--- src/design/uotg_map.svh ---
// Register offsets, field positions, reset values and timing counts of the OTG control slice.
// Included by the design module only; definitions only.
`ifndef UOTG_MAP_SVH
`define UOTG_MAP_SVH

`define UOTG_OFS_TOKEN      12'h000
`define UOTG_OFS_THRESH     12'h004
`define UOTG_OFS_CFG1       12'h008
`define UOTG_OFS_CFG2       12'h00c
`define UOTG_OFS_FLAGS      12'h010
`define UOTG_OFS_FLAG_EN    12'h014
`define UOTG_OFS_POWER      12'h018
`define UOTG_OFS_LIVE       12'h01c

`define UOTG_TOK_TYPE_HI    7
`define UOTG_TOK_TYPE_LO    4
`define UOTG_TOK_EP_HI      3
`define UOTG_TOK_EP_LO      0

`define UOTG_CFG1_EYE       7
`define UOTG_CFG1_MON       6
`define UOTG_CFG1_IDLE      4
`define UOTG_CFG1_MASK      8'hd3
`define UOTG_CFG2_MASK      8'h3f
`define UOTG_CFG2_CMPSEL    5
`define UOTG_CFG2_PULLUP    4
`define UOTG_CFG2_I2C       3
`define UOTG_CFG2_BOOST     2
`define UOTG_CFG2_CMPDIS    1
`define UOTG_CFG2_XCVR      0
`define UOTG_FLAG_MASK      8'hfd
`define UOTG_FLAG_ID        7
`define UOTG_FLAG_MS        6
`define UOTG_FLAG_LINE      5
`define UOTG_FLAG_ACT       4
`define UOTG_FLAG_SESV      3
`define UOTG_FLAG_SEND      2
`define UOTG_FLAG_VBUS      0

`define UOTG_RESET_BYTE     8'h00
`define UOTG_THRESH_EXTRA   8'h0a

`define UOTG_MS_NS          1000000
`define UOTG_CLK_NS         8
`define UOTG_MS_CYCLES      (`UOTG_MS_NS / `UOTG_CLK_NS)

`endif

--- src/design/uotg_pkg.sv ---
// Types shared by the OTG control slice.
// Needs no include path; the design module includes uotg_map.svh.
package uotg_pkg;
  typedef enum logic [3:0] {
    TOK_OUT   = 4'h1,
    TOK_IN    = 4'h9,
    TOK_SETUP = 4'hd
  } uotg_token_type;

  typedef enum logic [1:0] {
    PP_OFF     = 2'h0,
    PP_EP0_OUT = 2'h1,
    PP_ALL     = 2'h2,
    PP_EP1_15  = 2'h3
  } uotg_pingpong_type;

  typedef enum logic [2:0] {
    BUS_IDLE = 3'b001,
    BUS_WR   = 3'b010,
    BUS_RD   = 3'b100
  } uotg_bus_state_type;
endpackage : uotg_pkg

--- src/design/uotg_ctrl.sv ---
// OTG host token, frame threshold, configuration and event flag registers behind an AHB-Lite slave.
// Assumes pins from the bus side arrive asynchronously; AHB signals run on ref_clk.
//
// Our own choices: the register addresses and the AHB-Lite register port.
`timescale 1ns/1ns
`include "uotg_map.svh"

// Functional notes
// Token type 1101 SETUP, 1001 IN, 0001 OUT starts a host transaction.
// Software writes only the three defined token type codes.
// Software puts a real endpoint number in the low token nibble.
// Frame threshold holds packet bytes plus ten.
// Bits 15..8 and unused bits read zero.
// Config one bit 7 enables eye pattern test.
// Monitor bit drives active-low output enable while lines are driven.
// Monitor only acts when transceiver disable is set.
// Halt-in-idle stops the module while processor is idle.
// Two-bit ping-pong field selects even/odd buffering scope.
// Comparator select picks three separate pins or two encoded pins.
// VBUS pull-up follows its enable bit.
// External control via I2C when set, dedicated pins when clear.
// Boost disable turns on digital supply control output.
// Comparator disable turns on digital comparator input interface.
// Transceiver disable routes lines to external transceiver.
// Software leaves the three disable bits alone while powered.
// ID pin change sets the ID flag.
// One millisecond timer expiry sets the timer flag.
// Line state stable 1 ms and changed sets the line flag.
// Any D+/D- or VBUS activity sets the activity flag.
// VBUS threshold crossings either way set session and valid flags.
// Flags set by hardware, cleared by writing one.
// Power enable bit 0 switches the module on.
// Idle level flag shows J state per speed.
// Each flag has its own enable bit.
// Interrupt output high while any enabled flag is set.
module uotg_ctrl #(
  parameter int MS_CYCLES = `UOTG_MS_CYCLES
) (
  input  wire logic        ref_clk,            // System clock, 125 MHz
  input  wire logic        rst_n,              // Async reset, active low
  input  wire logic        hsel,               // AHB slave select
  input  wire logic [11:0] haddr,              // AHB address
  input  wire logic [1:0]  htrans,             // AHB transfer type
  input  wire logic        hwrite,             // AHB write
  input  wire logic [2:0]  hsize,              // AHB size
  input  wire logic [31:0] hwdata,             // AHB write data
  input  wire logic        hready,             // AHB bus ready
  output logic      [31:0] hrdata,             // AHB read data
  output logic             hreadyout,          // AHB slave ready
  output logic             hresp,              // AHB response, always OKAY
  input  wire logic        cpu_idle,           // Processor in idle mode
  input  wire logic        token_busy,         // Token engine busy
  input  wire logic        line_drive,         // Datapath drives D+/D-
  input  wire logic        pin_id,             // OTG ID pin
  input  wire logic        pin_dp,             // D+ receiver
  input  wire logic        pin_dm,             // D- receiver
  input  wire logic        low_speed,          // Link runs at low speed
  input  wire logic        ext_vbus_valid_pin,     // External VBUS valid
  input  wire logic        ext_session_valid_pin,  // External session valid
  input  wire logic        ext_session_end_pin,    // External session end
  input  wire logic        comparator_status_one,  // Encoded comparator status bit 1
  input  wire logic        comparator_status_two,  // Encoded comparator status bit 2
  input  wire logic        int_vbus_valid,     // On-chip comparator VBUS valid
  input  wire logic        int_session_valid,  // On-chip comparator session valid
  input  wire logic        int_session_end,    // On-chip comparator session end
  output logic             token_start,        // One-cycle pulse: token issued
  output logic      [3:0]  token_type,         // Token type code
  output logic      [3:0]  target_endpoint,    // Token endpoint
  output logic             token_tx,           // Token transmits
  output logic      [7:0]  frame_threshold,    // Threshold count
  output logic             eye_test_enable,    // Eye pattern test on
  output logic             drive_oe_n,         // Active low drive monitor
  output logic             module_run,         // Module powered and not halted
  output logic      [1:0]  pingpong_config,    // Ping-pong mode
  output logic             comparator_pin_select,  // Three pin comparator mode
  output logic             vbus_pullup_enable, // VBUS pull-up on
  output logic             external_ctrl_via_i2c,  // I2C external control
  output logic             ext_supply_ctrl_en, // Digital supply control output on
  output logic             ext_cmp_input_en,   // Digital comparator input on
  output logic             ext_xcvr_en,        // External transceiver path on
  output logic             otg_irq             // OTG interrupt request
);

  // Bus side
  logic                          bus_take;
  logic                          wr_pend_reg;
  logic [11:0]                   addr_reg;
  logic                          rd_pend_reg;
  uotg_pkg::uotg_bus_state_type  bus_state;

  // Registers
  logic [7:0] token_reg;
  logic [7:0] thresh_reg;
  logic [7:0] cfg1_reg;
  logic [7:0] cfg2_reg;
  logic [7:0] flags_reg;
  logic [7:0] flags_next;
  logic [7:0] flag_en_reg;
  logic       power_reg;
  logic       start_reg;

  // Pin synchronisers
  logic [8:0] sync1_reg;
  logic [8:0] sync2_reg;
  logic [8:0] prev_reg;
  logic [1:0] warm_reg;
  logic       warm;

  // Timers and line state
  logic [16:0] ms_cnt_reg;
  logic [16:0] line_cnt_reg;
  logic [1:0]  line_stable_reg;
  logic [1:0]  line_seen_reg;

  assign bus_take  = hsel & hready & htrans[1];
  assign bus_state = wr_pend_reg ? uotg_pkg::BUS_WR : (rd_pend_reg ? uotg_pkg::BUS_RD : uotg_pkg::BUS_IDLE);

  always_ff @(posedge ref_clk or negedge rst_n) begin
    if (!rst_n) begin
      wr_pend_reg <= 1'b0;
      rd_pend_reg <= 1'b0;
      addr_reg    <= 12'h000;
    end else begin
      wr_pend_reg <= bus_take & hwrite;
      rd_pend_reg <= bus_take & ~hwrite;
      addr_reg    <= bus_take ? haddr : addr_reg;
    end
  end

  // Write decode
  wire       wr_ok     = (bus_state == uotg_pkg::BUS_WR);
  wire [7:0] wbyte     = hwdata[7:0];
  wire       wr_token  = wr_ok & (addr_reg == `UOTG_OFS_TOKEN);
  wire       wr_thresh = wr_ok & (addr_reg == `UOTG_OFS_THRESH);
  wire       wr_cfg1   = wr_ok & (addr_reg == `UOTG_OFS_CFG1);
  wire       wr_cfg2   = wr_ok & (addr_reg == `UOTG_OFS_CFG2);
  wire       wr_flags  = wr_ok & (addr_reg == `UOTG_OFS_FLAGS);
  wire       wr_flagen = wr_ok & (addr_reg == `UOTG_OFS_FLAG_EN);
  wire       wr_power  = wr_ok & (addr_reg == `UOTG_OFS_POWER);
  wire [3:0] wr_type   = wbyte[`UOTG_TOK_TYPE_HI:`UOTG_TOK_TYPE_LO];
  wire       type_ok   = (wr_type == uotg_pkg::TOK_SETUP) | (wr_type == uotg_pkg::TOK_IN) |
                         (wr_type == uotg_pkg::TOK_OUT);
  wire       run_now   = power_reg & ~(cfg1_reg[`UOTG_CFG1_IDLE] & sync2_reg[0]);

  always_ff @(posedge ref_clk or negedge rst_n) begin
    if (!rst_n) begin
      token_reg   <= `UOTG_RESET_BYTE;
      thresh_reg  <= `UOTG_RESET_BYTE;
      cfg1_reg    <= `UOTG_RESET_BYTE;
      cfg2_reg    <= `UOTG_RESET_BYTE;
      flag_en_reg <= `UOTG_RESET_BYTE;
      power_reg   <= 1'b0;
      start_reg   <= 1'b0;
    end else begin
      token_reg   <= wr_token ? wbyte : token_reg;
      thresh_reg  <= wr_thresh ? wbyte : thresh_reg;
      cfg1_reg    <= wr_cfg1 ? (wbyte & `UOTG_CFG1_MASK) : cfg1_reg;
      cfg2_reg    <= wr_cfg2 ? (wbyte & `UOTG_CFG2_MASK) : cfg2_reg;
      flag_en_reg <= wr_flagen ? (wbyte & `UOTG_FLAG_MASK) : flag_en_reg;
      power_reg   <= wr_power ? wbyte[0] : power_reg;
      start_reg   <= wr_token & type_ok & run_now & ~token_busy;
    end
  end

  // Read mux decodes the address phase so data stands in the data phase; upper bits always zero
  logic [7:0] rd_byte;
  always_comb begin
    unique case (haddr)
      `UOTG_OFS_TOKEN:   rd_byte = token_reg;
      `UOTG_OFS_THRESH:  rd_byte = thresh_reg;
      `UOTG_OFS_CFG1:    rd_byte = cfg1_reg;
      `UOTG_OFS_CFG2:    rd_byte = cfg2_reg;
      `UOTG_OFS_FLAGS:   rd_byte = flags_reg;
      `UOTG_OFS_FLAG_EN: rd_byte = flag_en_reg;
      `UOTG_OFS_POWER:   rd_byte = {7'h00, power_reg};
      `UOTG_OFS_LIVE:    rd_byte = {line_seen_reg[0], line_seen_reg[1], 6'h00};
      default:           rd_byte = 8'h00;
    endcase
  end

  always_ff @(posedge ref_clk or negedge rst_n) begin
    if (!rst_n) begin
      hrdata <= 32'h0000_0000;
    end else begin
      hrdata <= (bus_take & ~hwrite) ? {24'h000000, rd_byte} : hrdata;
    end
  end

  // Slave answers with zero wait states
  assign hreadyout = 1'b1;
  assign hresp     = 1'b0;

  // Comparator source selection
  wire [1:0] enc_st = {comparator_status_two, comparator_status_one};
  wire       ext_vv = cfg2_reg[`UOTG_CFG2_CMPSEL] ? ext_vbus_valid_pin : (enc_st == 2'h3);
  wire       ext_sv = cfg2_reg[`UOTG_CFG2_CMPSEL] ? ext_session_valid_pin : enc_st[1];
  wire       ext_se = cfg2_reg[`UOTG_CFG2_CMPSEL] ? ext_session_end_pin : (enc_st == 2'h0);
  wire       vv_src = cfg2_reg[`UOTG_CFG2_CMPDIS] ? ext_vv : int_vbus_valid;
  wire       sv_src = cfg2_reg[`UOTG_CFG2_CMPDIS] ? ext_sv : int_session_valid;
  wire       se_src = cfg2_reg[`UOTG_CFG2_CMPDIS] ? ext_se : int_session_end;

  always_ff @(posedge ref_clk or negedge rst_n) begin
    if (!rst_n) begin
      sync1_reg <= 9'h000;
      sync2_reg <= 9'h000;
      prev_reg  <= 9'h000;
      warm_reg  <= 2'h0;
    end else begin
      warm_reg  <= (warm_reg == 2'h3) ? warm_reg : warm_reg + 2'h1;
      sync1_reg <= {low_speed, pin_id, pin_dp, pin_dm, vv_src, sv_src, se_src, line_drive, cpu_idle};
      sync2_reg <= sync1_reg;
      prev_reg  <= sync2_reg;
    end
  end

  // No edges until the synchroniser pipe holds real pin levels, else reset fakes a change
  assign warm = (warm_reg == 2'h3);
  wire       id_edge   = warm & (sync2_reg[7] ^ prev_reg[7]);
  wire       dline_chg = warm & (|(sync2_reg[6:5] ^ prev_reg[6:5]));
  wire       vv_cross  = warm & (sync2_reg[4] ^ prev_reg[4]);
  wire       sv_cross  = warm & (sync2_reg[3] ^ prev_reg[3]);
  wire       se_cross  = warm & (sync2_reg[2] ^ prev_reg[2]);
  wire       se0_live  = ~sync2_reg[6] & ~sync2_reg[5];
  wire       j_live    = sync2_reg[8] ? (~sync2_reg[6] & sync2_reg[5]) : (sync2_reg[6] & ~sync2_reg[5]);
  wire [1:0] line_now  = {se0_live, j_live};
  wire       ms_tick   = (ms_cnt_reg == 17'(MS_CYCLES - 1));
  wire       line_done = (line_cnt_reg == 17'(MS_CYCLES - 1));
  wire       line_evt  = line_done & (line_now != line_stable_reg);

  always_ff @(posedge ref_clk or negedge rst_n) begin
    if (!rst_n) begin
      ms_cnt_reg      <= 17'h00000;
      line_cnt_reg    <= 17'h00000;
      line_stable_reg <= 2'h0;
      line_seen_reg   <= 2'h0;
    end else begin
      ms_cnt_reg      <= (ms_tick | ~run_now) ? 17'h00000 : ms_cnt_reg + 17'h00001;
      line_seen_reg   <= line_now;
      line_cnt_reg    <= (line_now != line_seen_reg) ? 17'h00000 :
                         (line_done ? line_cnt_reg : line_cnt_reg + 17'h00001);
      line_stable_reg <= line_done ? line_now : line_stable_reg;
    end
  end

  // Event flags: set wins over write-one clear
  logic [7:0] flag_set;
  always_comb begin
    flag_set = 8'h00;
    flag_set[`UOTG_FLAG_ID]   = id_edge;
    flag_set[`UOTG_FLAG_MS]   = ms_tick & run_now;
    flag_set[`UOTG_FLAG_LINE] = line_evt & ~(line_cnt_reg == 17'h00000);
    flag_set[`UOTG_FLAG_ACT]  = dline_chg | vv_cross | sv_cross | se_cross;
    flag_set[`UOTG_FLAG_SESV] = sv_cross;
    flag_set[`UOTG_FLAG_SEND] = se_cross;
    flag_set[`UOTG_FLAG_VBUS] = vv_cross;
    flags_next = ((flags_reg & ~(wr_flags ? wbyte : 8'h00)) | flag_set) & `UOTG_FLAG_MASK;
  end

  always_ff @(posedge ref_clk or negedge rst_n) begin
    if (!rst_n) begin
      flags_reg <= `UOTG_RESET_BYTE;
    end else begin
      flags_reg <= flags_next;
    end
  end

  // Registered outputs
  always_ff @(posedge ref_clk or negedge rst_n) begin
    if (!rst_n) begin
      token_start           <= 1'b0;
      token_type            <= 4'h0;
      target_endpoint       <= 4'h0;
      token_tx              <= 1'b0;
      frame_threshold       <= 8'h00;
      eye_test_enable       <= 1'b0;
      drive_oe_n            <= 1'b1;
      module_run            <= 1'b0;
      pingpong_config       <= 2'h0;
      comparator_pin_select <= 1'b0;
      vbus_pullup_enable    <= 1'b0;
      external_ctrl_via_i2c <= 1'b0;
      ext_supply_ctrl_en    <= 1'b0;
      ext_cmp_input_en      <= 1'b0;
      ext_xcvr_en           <= 1'b0;
      otg_irq               <= 1'b0;
    end else begin
      token_start           <= start_reg;
      token_type            <= token_reg[`UOTG_TOK_TYPE_HI:`UOTG_TOK_TYPE_LO];
      target_endpoint       <= token_reg[`UOTG_TOK_EP_HI:`UOTG_TOK_EP_LO];
      token_tx              <= token_reg[`UOTG_TOK_TYPE_HI:`UOTG_TOK_TYPE_LO] != uotg_pkg::TOK_IN;
      frame_threshold       <= thresh_reg;
      eye_test_enable       <= cfg1_reg[`UOTG_CFG1_EYE];
      drive_oe_n            <= ~(cfg1_reg[`UOTG_CFG1_MON] & cfg2_reg[`UOTG_CFG2_XCVR] & sync2_reg[1]);
      module_run            <= power_reg & ~(cfg1_reg[`UOTG_CFG1_IDLE] & sync2_reg[0]);
      pingpong_config       <= cfg1_reg[1:0];
      comparator_pin_select <= cfg2_reg[`UOTG_CFG2_CMPSEL];
      vbus_pullup_enable    <= cfg2_reg[`UOTG_CFG2_PULLUP];
      external_ctrl_via_i2c <= cfg2_reg[`UOTG_CFG2_I2C];
      ext_supply_ctrl_en    <= cfg2_reg[`UOTG_CFG2_BOOST];
      ext_cmp_input_en      <= cfg2_reg[`UOTG_CFG2_CMPDIS];
      ext_xcvr_en           <= cfg2_reg[`UOTG_CFG2_XCVR];
      otg_irq               <= |(flags_next & flag_en_reg);
    end
  end
endmodule : uotg_ctrl

--- config.mk ---
export PLATFORM = sky130hd
export DESIGN_NAME = uotg_ctrl
export DESIGN_NICKNAME = d
export VERILOG_FILES = /design/src/design/uotg_pkg.sv /design/src/design/uotg_ctrl.sv
export VERILOG_INCLUDE_DIRS = /design/src /design/src/design
export SDC_FILE = /design/constraint.sdc
export NUM_CORES = 1
export LEC_CHECK = 0
export BUFFER_PORTS_ARGS = -buffer_cell sky130_fd_sc_hd__buf_4
export CAP_MARGIN = 5
export CORE_MARGIN = 1.5
export CORE_UTILIZATION = 55
export DETAILED_ROUTE_END_ITERATION = 10
export PLACE_DENSITY = 0.8
export SETUP_SLACK_MARGIN = 0.5
export SKIP_LAST_GASP = 1
export SLEW_MARGIN = 5
export SYNTH_ARGS = -nofsm -noshare
export SYNTH_HDL_FRONTEND = slang
export SYNTH_SLANG_ARGS = --single-unit
--- constraint.sdc ---
create_clock -name ref_clk -period 2.4 [get_ports ref_clk]
set_input_delay 0.48 -clock ref_clk [delete_from_list [all_inputs] [get_ports ref_clk]]
set_output_delay 0.48 -clock ref_clk [all_outputs]
set_load 0.05 [all_outputs]
## Word level (Yosys, flattened, before mapping)

Index checks and enable logic that the tools add are counted.

- Register bits after elaboration: 161

- Add/sub/neg operators: 3
- Equal/unequal tests: 25
- Muxes and demuxes: 14
- Bitwise logic cells: 52
- Reduce and logical (&&, ||, !) cells: 6

Operator list:

| operator | count |
|---|---|
| == test 12 x 5 -> 1 bit, second input constant | 7 |
| one-hot mux 8 bit (8 select lines) | 1 |
| 2-to-1 mux 17 bit | 3 |
| == test 12 x 4 -> 1 bit, second input constant | 4 |
| adder 17 x 1 -> 17 bit, second input constant | 2 |
| == test 17 bit, second input constant | 2 |
| bitwise AND 1 bit | 29 |
| == test 12 x 3 -> 1 bit, second input constant | 2 |
| zero test 12 bit | 2 |
| zero test 17 bit | 1 |
| bitwise AND 8 bit | 2 |
| == test 4 bit, second input constant | 2 |
| 2-to-1 mux 8 bit | 1 |
| inverter 1 bit | 8 |
| inverter 8 bit | 1 |
| bitwise OR 8 bit | 1 |
| OR reduction 8 bit | 1 |
| 2-to-1 mux 1 bit | 7 |
| 2-to-1 mux 3 bit | 2 |
| bitwise OR 1 bit | 6 |
| == test 2 bit, second input constant | 2 |
| == test 4 x 1 -> 1 bit, second input constant | 1 |
| != test 2 bit | 2 |
| != test 4 bit, second input constant | 1 |
| other kinds (7) | 10 |

## Logic depth before layout (Yosys ltp)

- Depth after elaboration: 10
- Depth in mapped cells: 8

## Worst setup path before layout

No wires, ideal clock.

- Path type: reg-to-reg
- From: register addr_reg[9]
- To: register otg_irq
- Library setup time: 0.132 ns
- Data arrival time: 2.045 ns
- Required time: 2.268 ns
- Path slack: 0.223 ns
- Stages on the path, launching flop included: 7
- Period minus slack after synthesis: 2.177 ns
- Cell sequence: dfrtp_1 > or4_4 > nor4_4 > a311oi_1 > a311o_1 > a211oi_1 > nand4_1

- Longest elaborated chain between the ends: 8

Ends and longest elaborated chain:

| item | line | RTL |
|---|---|---|
| from (decl) | uotg_ctrl.sv:87 | `logic [11:0] addr_reg;` |
| from (signal assigned) | uotg_ctrl.sv:126 | `addr_reg <= bus_take ? haddr : addr_reg;` |
| == test 12 x 5 -> 1 bit (no source line) | -- |  |
| bitwise AND 1 bit | uotg_ctrl.sv:137 | `` wire wr_flags = wr_ok & (addr_reg == `UOTG_OFS_FLAGS); `` |
| 2-to-1 mux 8 bit | uotg_ctrl.sv:256 | `` flags_next = ((flags_reg & ~(wr_flags ? wbyte : 8'h00)) \| flag_set) & `UOTG_FLAG_MASK; `` |
| inverter 8 bit | uotg_ctrl.sv:256 |  |
| bitwise AND 8 bit | uotg_ctrl.sv:256 |  |
| bitwise OR 8 bit | uotg_ctrl.sv:256 |  |
| bitwise AND 8 bit | uotg_ctrl.sv:302 | `otg_irq <= \|(flags_next & flag_en_reg);` |
| OR reduction 8 bit | uotg_ctrl.sv:302 |  |
| to (signal assigned) | uotg_ctrl.sv:302 |  |
| to (decl) | uotg_ctrl.sv:81 | `output logic otg_irq` |

No other way between the ends.
A chain may end at the register's enable or synchronous reset.

## Worst setup path in the final report

- From: register addr_reg[8]
- To: register otg_irq

Same word-level chain as after synthesis.

==> metrics.txt <==
worst setup path category=flip-flop to flip-flop; core area=11600 sq um; dominant cell type by area after synthesis=dfrtp_1; Critical R2R Launch=addr_reg[8]; Max-slew headroom=41.4%; initial drt markers=335; top_reg_cell synth=dfrtp_1; Setup crit end=otg_irq; pin count of the biggest net entering global routing=55; Reg area=3960 sq um; crit path capture type=flip-flop; drt total wl=15.5 mm; Final Hold Violating Endpoints=3; failing checks=negative hold slack; clk root buf=clkbuf_16; CP required=2.69 ns; Worst Max-Slew Pin Slew=0.876 ns; Worst R2R End=otg_irq; via count=4661; initial antenna violation count=0; Placed Area=7360 sq um; Critical Path Start=addr_reg[8]; Synth cell types=51; Tcrit/Tclk final=92.5%; Reg clk slew, reported paths=0.06 ns; worst slack, placed=0.0957 ns; commonest cells after routing, fill and taps aside=dfrtp_1 (156), buf_4 (93), nor2_1 (49); max cap viols=0; Port Buffers=78; DRT Pass-1 Iters=4; DIE WIDTH=113 um; outcome=finished with violations; worst hold-check path type=input port to asynchronous set/reset pin; min cycle time layout=2.22 ns; unrepaired setup endpoints after global routing=true; Ant. Diodes=0; first-pass GRT wire length=24.2 mm; row cnt=39; Worst VDD drop=0.428 mV; Die H=113 um; Post-synth EDFFs=0; DRC viols=0; Via density=5.68; Seq cells post-synth=158; crit start category=flip-flop; filler cell count=749; Post-Syn Area=6640 sq um; Max Clock Freq=450 MHz; R2R setup slack=0.18 ns; CP max FO=2; Final setup violation count=0; ys async rst share=100%; Num CTS Buffers=17; Avg Inst Size Synth=12.0 sq um; number of global-route vias before repair=4750; most common cell after layout, fill and taps aside=dfrtp_1; num ports=133; final setup margin=0.179 ns; worst-skew pair later-pin latency=0.43 ns; yosys warns=0; clock buffer depth=2; Nets=737; global route overflow=0; Worst EP arrival=2.51 ns; Final Cell Area=8350 sq um; Area Growth Syn to Fin=25.8%; CTS tree=yes; LEAKAGE=0.00391 uW; CTS H-Tree Depth=4; routed length per instance=18.9 um; sum of negative setup slack=0 ns; ratio of cells with drive above 1 in the final layout=31.9%; initial core utilization=57.2%; cells after synthesis=552; clk_skew=0.0140 ns; Multi-input gate area=2690 sq um; full die area=12700 sq um; clock sinks=158; Area contributors post-synth=dfrtp_1 (59%), mux2_2 (8.8%), buf_4 (2.9%), nand2_1 (2.8%), nor2_1 (2.8%); worst hold margin=-0.00421 ns; r2r worst-path depth=6; register area share after synthesis=59.6%; gr usage total=24.8%; hold buffer count at CTS=0; routability cong.=0.875; Detail Route Antenna Nets=0; Power Dens Cells=723 nW/um^2; Slew Viols, Final=0; Yosys top cell area share=59.2%; Post-DP HPWL=9.72 mm
==> critical path, stage by stage, from the launching register on <==
cell and delay, ns:
dfrtp_1 0.39, or4_4 0.55, nor4_4 0.44, a311oi_2 0.16
a311o_1 0.30, a211oi_2 0.14, nand4_1 0.11
==> metrics by stage <==
stage,util [%],instances,power [uW]
6_report,71.9,820,6040
3_3_place_gp,63.4,768,3360
4_1_cts,70.6,810,6060
3_5_place_dp,63.4,768,3390
2_1_floorplan,-,576,3210
5_1_grt,71.9,820,6210
==> final cells by class <==
| type | instances | area share [%] |
|---|---|---|
| clock buffer | 23 | 5.72 |
| inverter | 16 | 0.719 |
| sequential | 158 | 47.4 |
| clock inverter | 9 | 1.29 |
| timing repair buffer | 106 | 10.5 |
| tap | 143 | 2.14 |
| multi-input combinational | 365 | 32.2 |
==> what timing repair did <==
item,CTS,global route
pin swaps,13,11
resized for setup,40,14
setup buffers,10,9
gates cloned,0,1
endpoints found under the setup margin,56,61
==> synth_stat cells (all sizes together), types with 8 or more instances <==
cell,count
nand4,9
xor2,21
mux2,52
buf,28
nor2,52
o21ai,8
nor3,16
mux2i,9
nand3,22
a21oi,14
clkbuf,10
nand2,50
nor4,8
inv,15
dfrtp,157
xnor2,15
==> cell families (layout without fill, tap and decap cells) <==
| group | count (synthesis) | in the layout | synth area share [%] |
|---|---|---|---|
| xor gates and xnor gates | 36 | 36 | 4.75 |
| muxes | 66 | 66 | 11.9 |
| AOI/OAI and AO/OA | 49 | 49 | 4.84 |
| DFF | 158 | 158 | 59.6 |
| buffers and inverters | 54 | 154 | 4.52 |
| other | 2 | 26 | 0.113 |
| adders and majority gates | 4 | 4 | 0.754 |
| and+or+nand+nor | 183 | 184 | 13.6 |
==> power breakdown <==
group          total, uW  switching, uW  internal [uW]  leakage [uW]
sequential          2830           71.8           2760       0.00205
combinational        553            368            185       0.00157
clock               2650           1040           1610      0.000284
total               6040           1480           4560       0.00391
==> per-layer routing <==
metal / share of wire [%] / global-route usage [%]
met1: 41 / 31.1
met2: 52 / 42.9
met5: 0 / 0
met4: 1.5 / 8.58
met3: 5.5 / 5.41
==> worst min-delay path by stage <==
stage | end | slack, ns
floorplan | addr_reg[0] | 0.18
global placement | sync2_reg[8] | 0.33
detailed placement | sync2_reg[2] | 0.34
CTS | prev_reg[2] | 0.02
global route | prev_reg[2] | 0.03
finish | prev_reg[2] | -0.004
(Power assumes the default switching activity.)
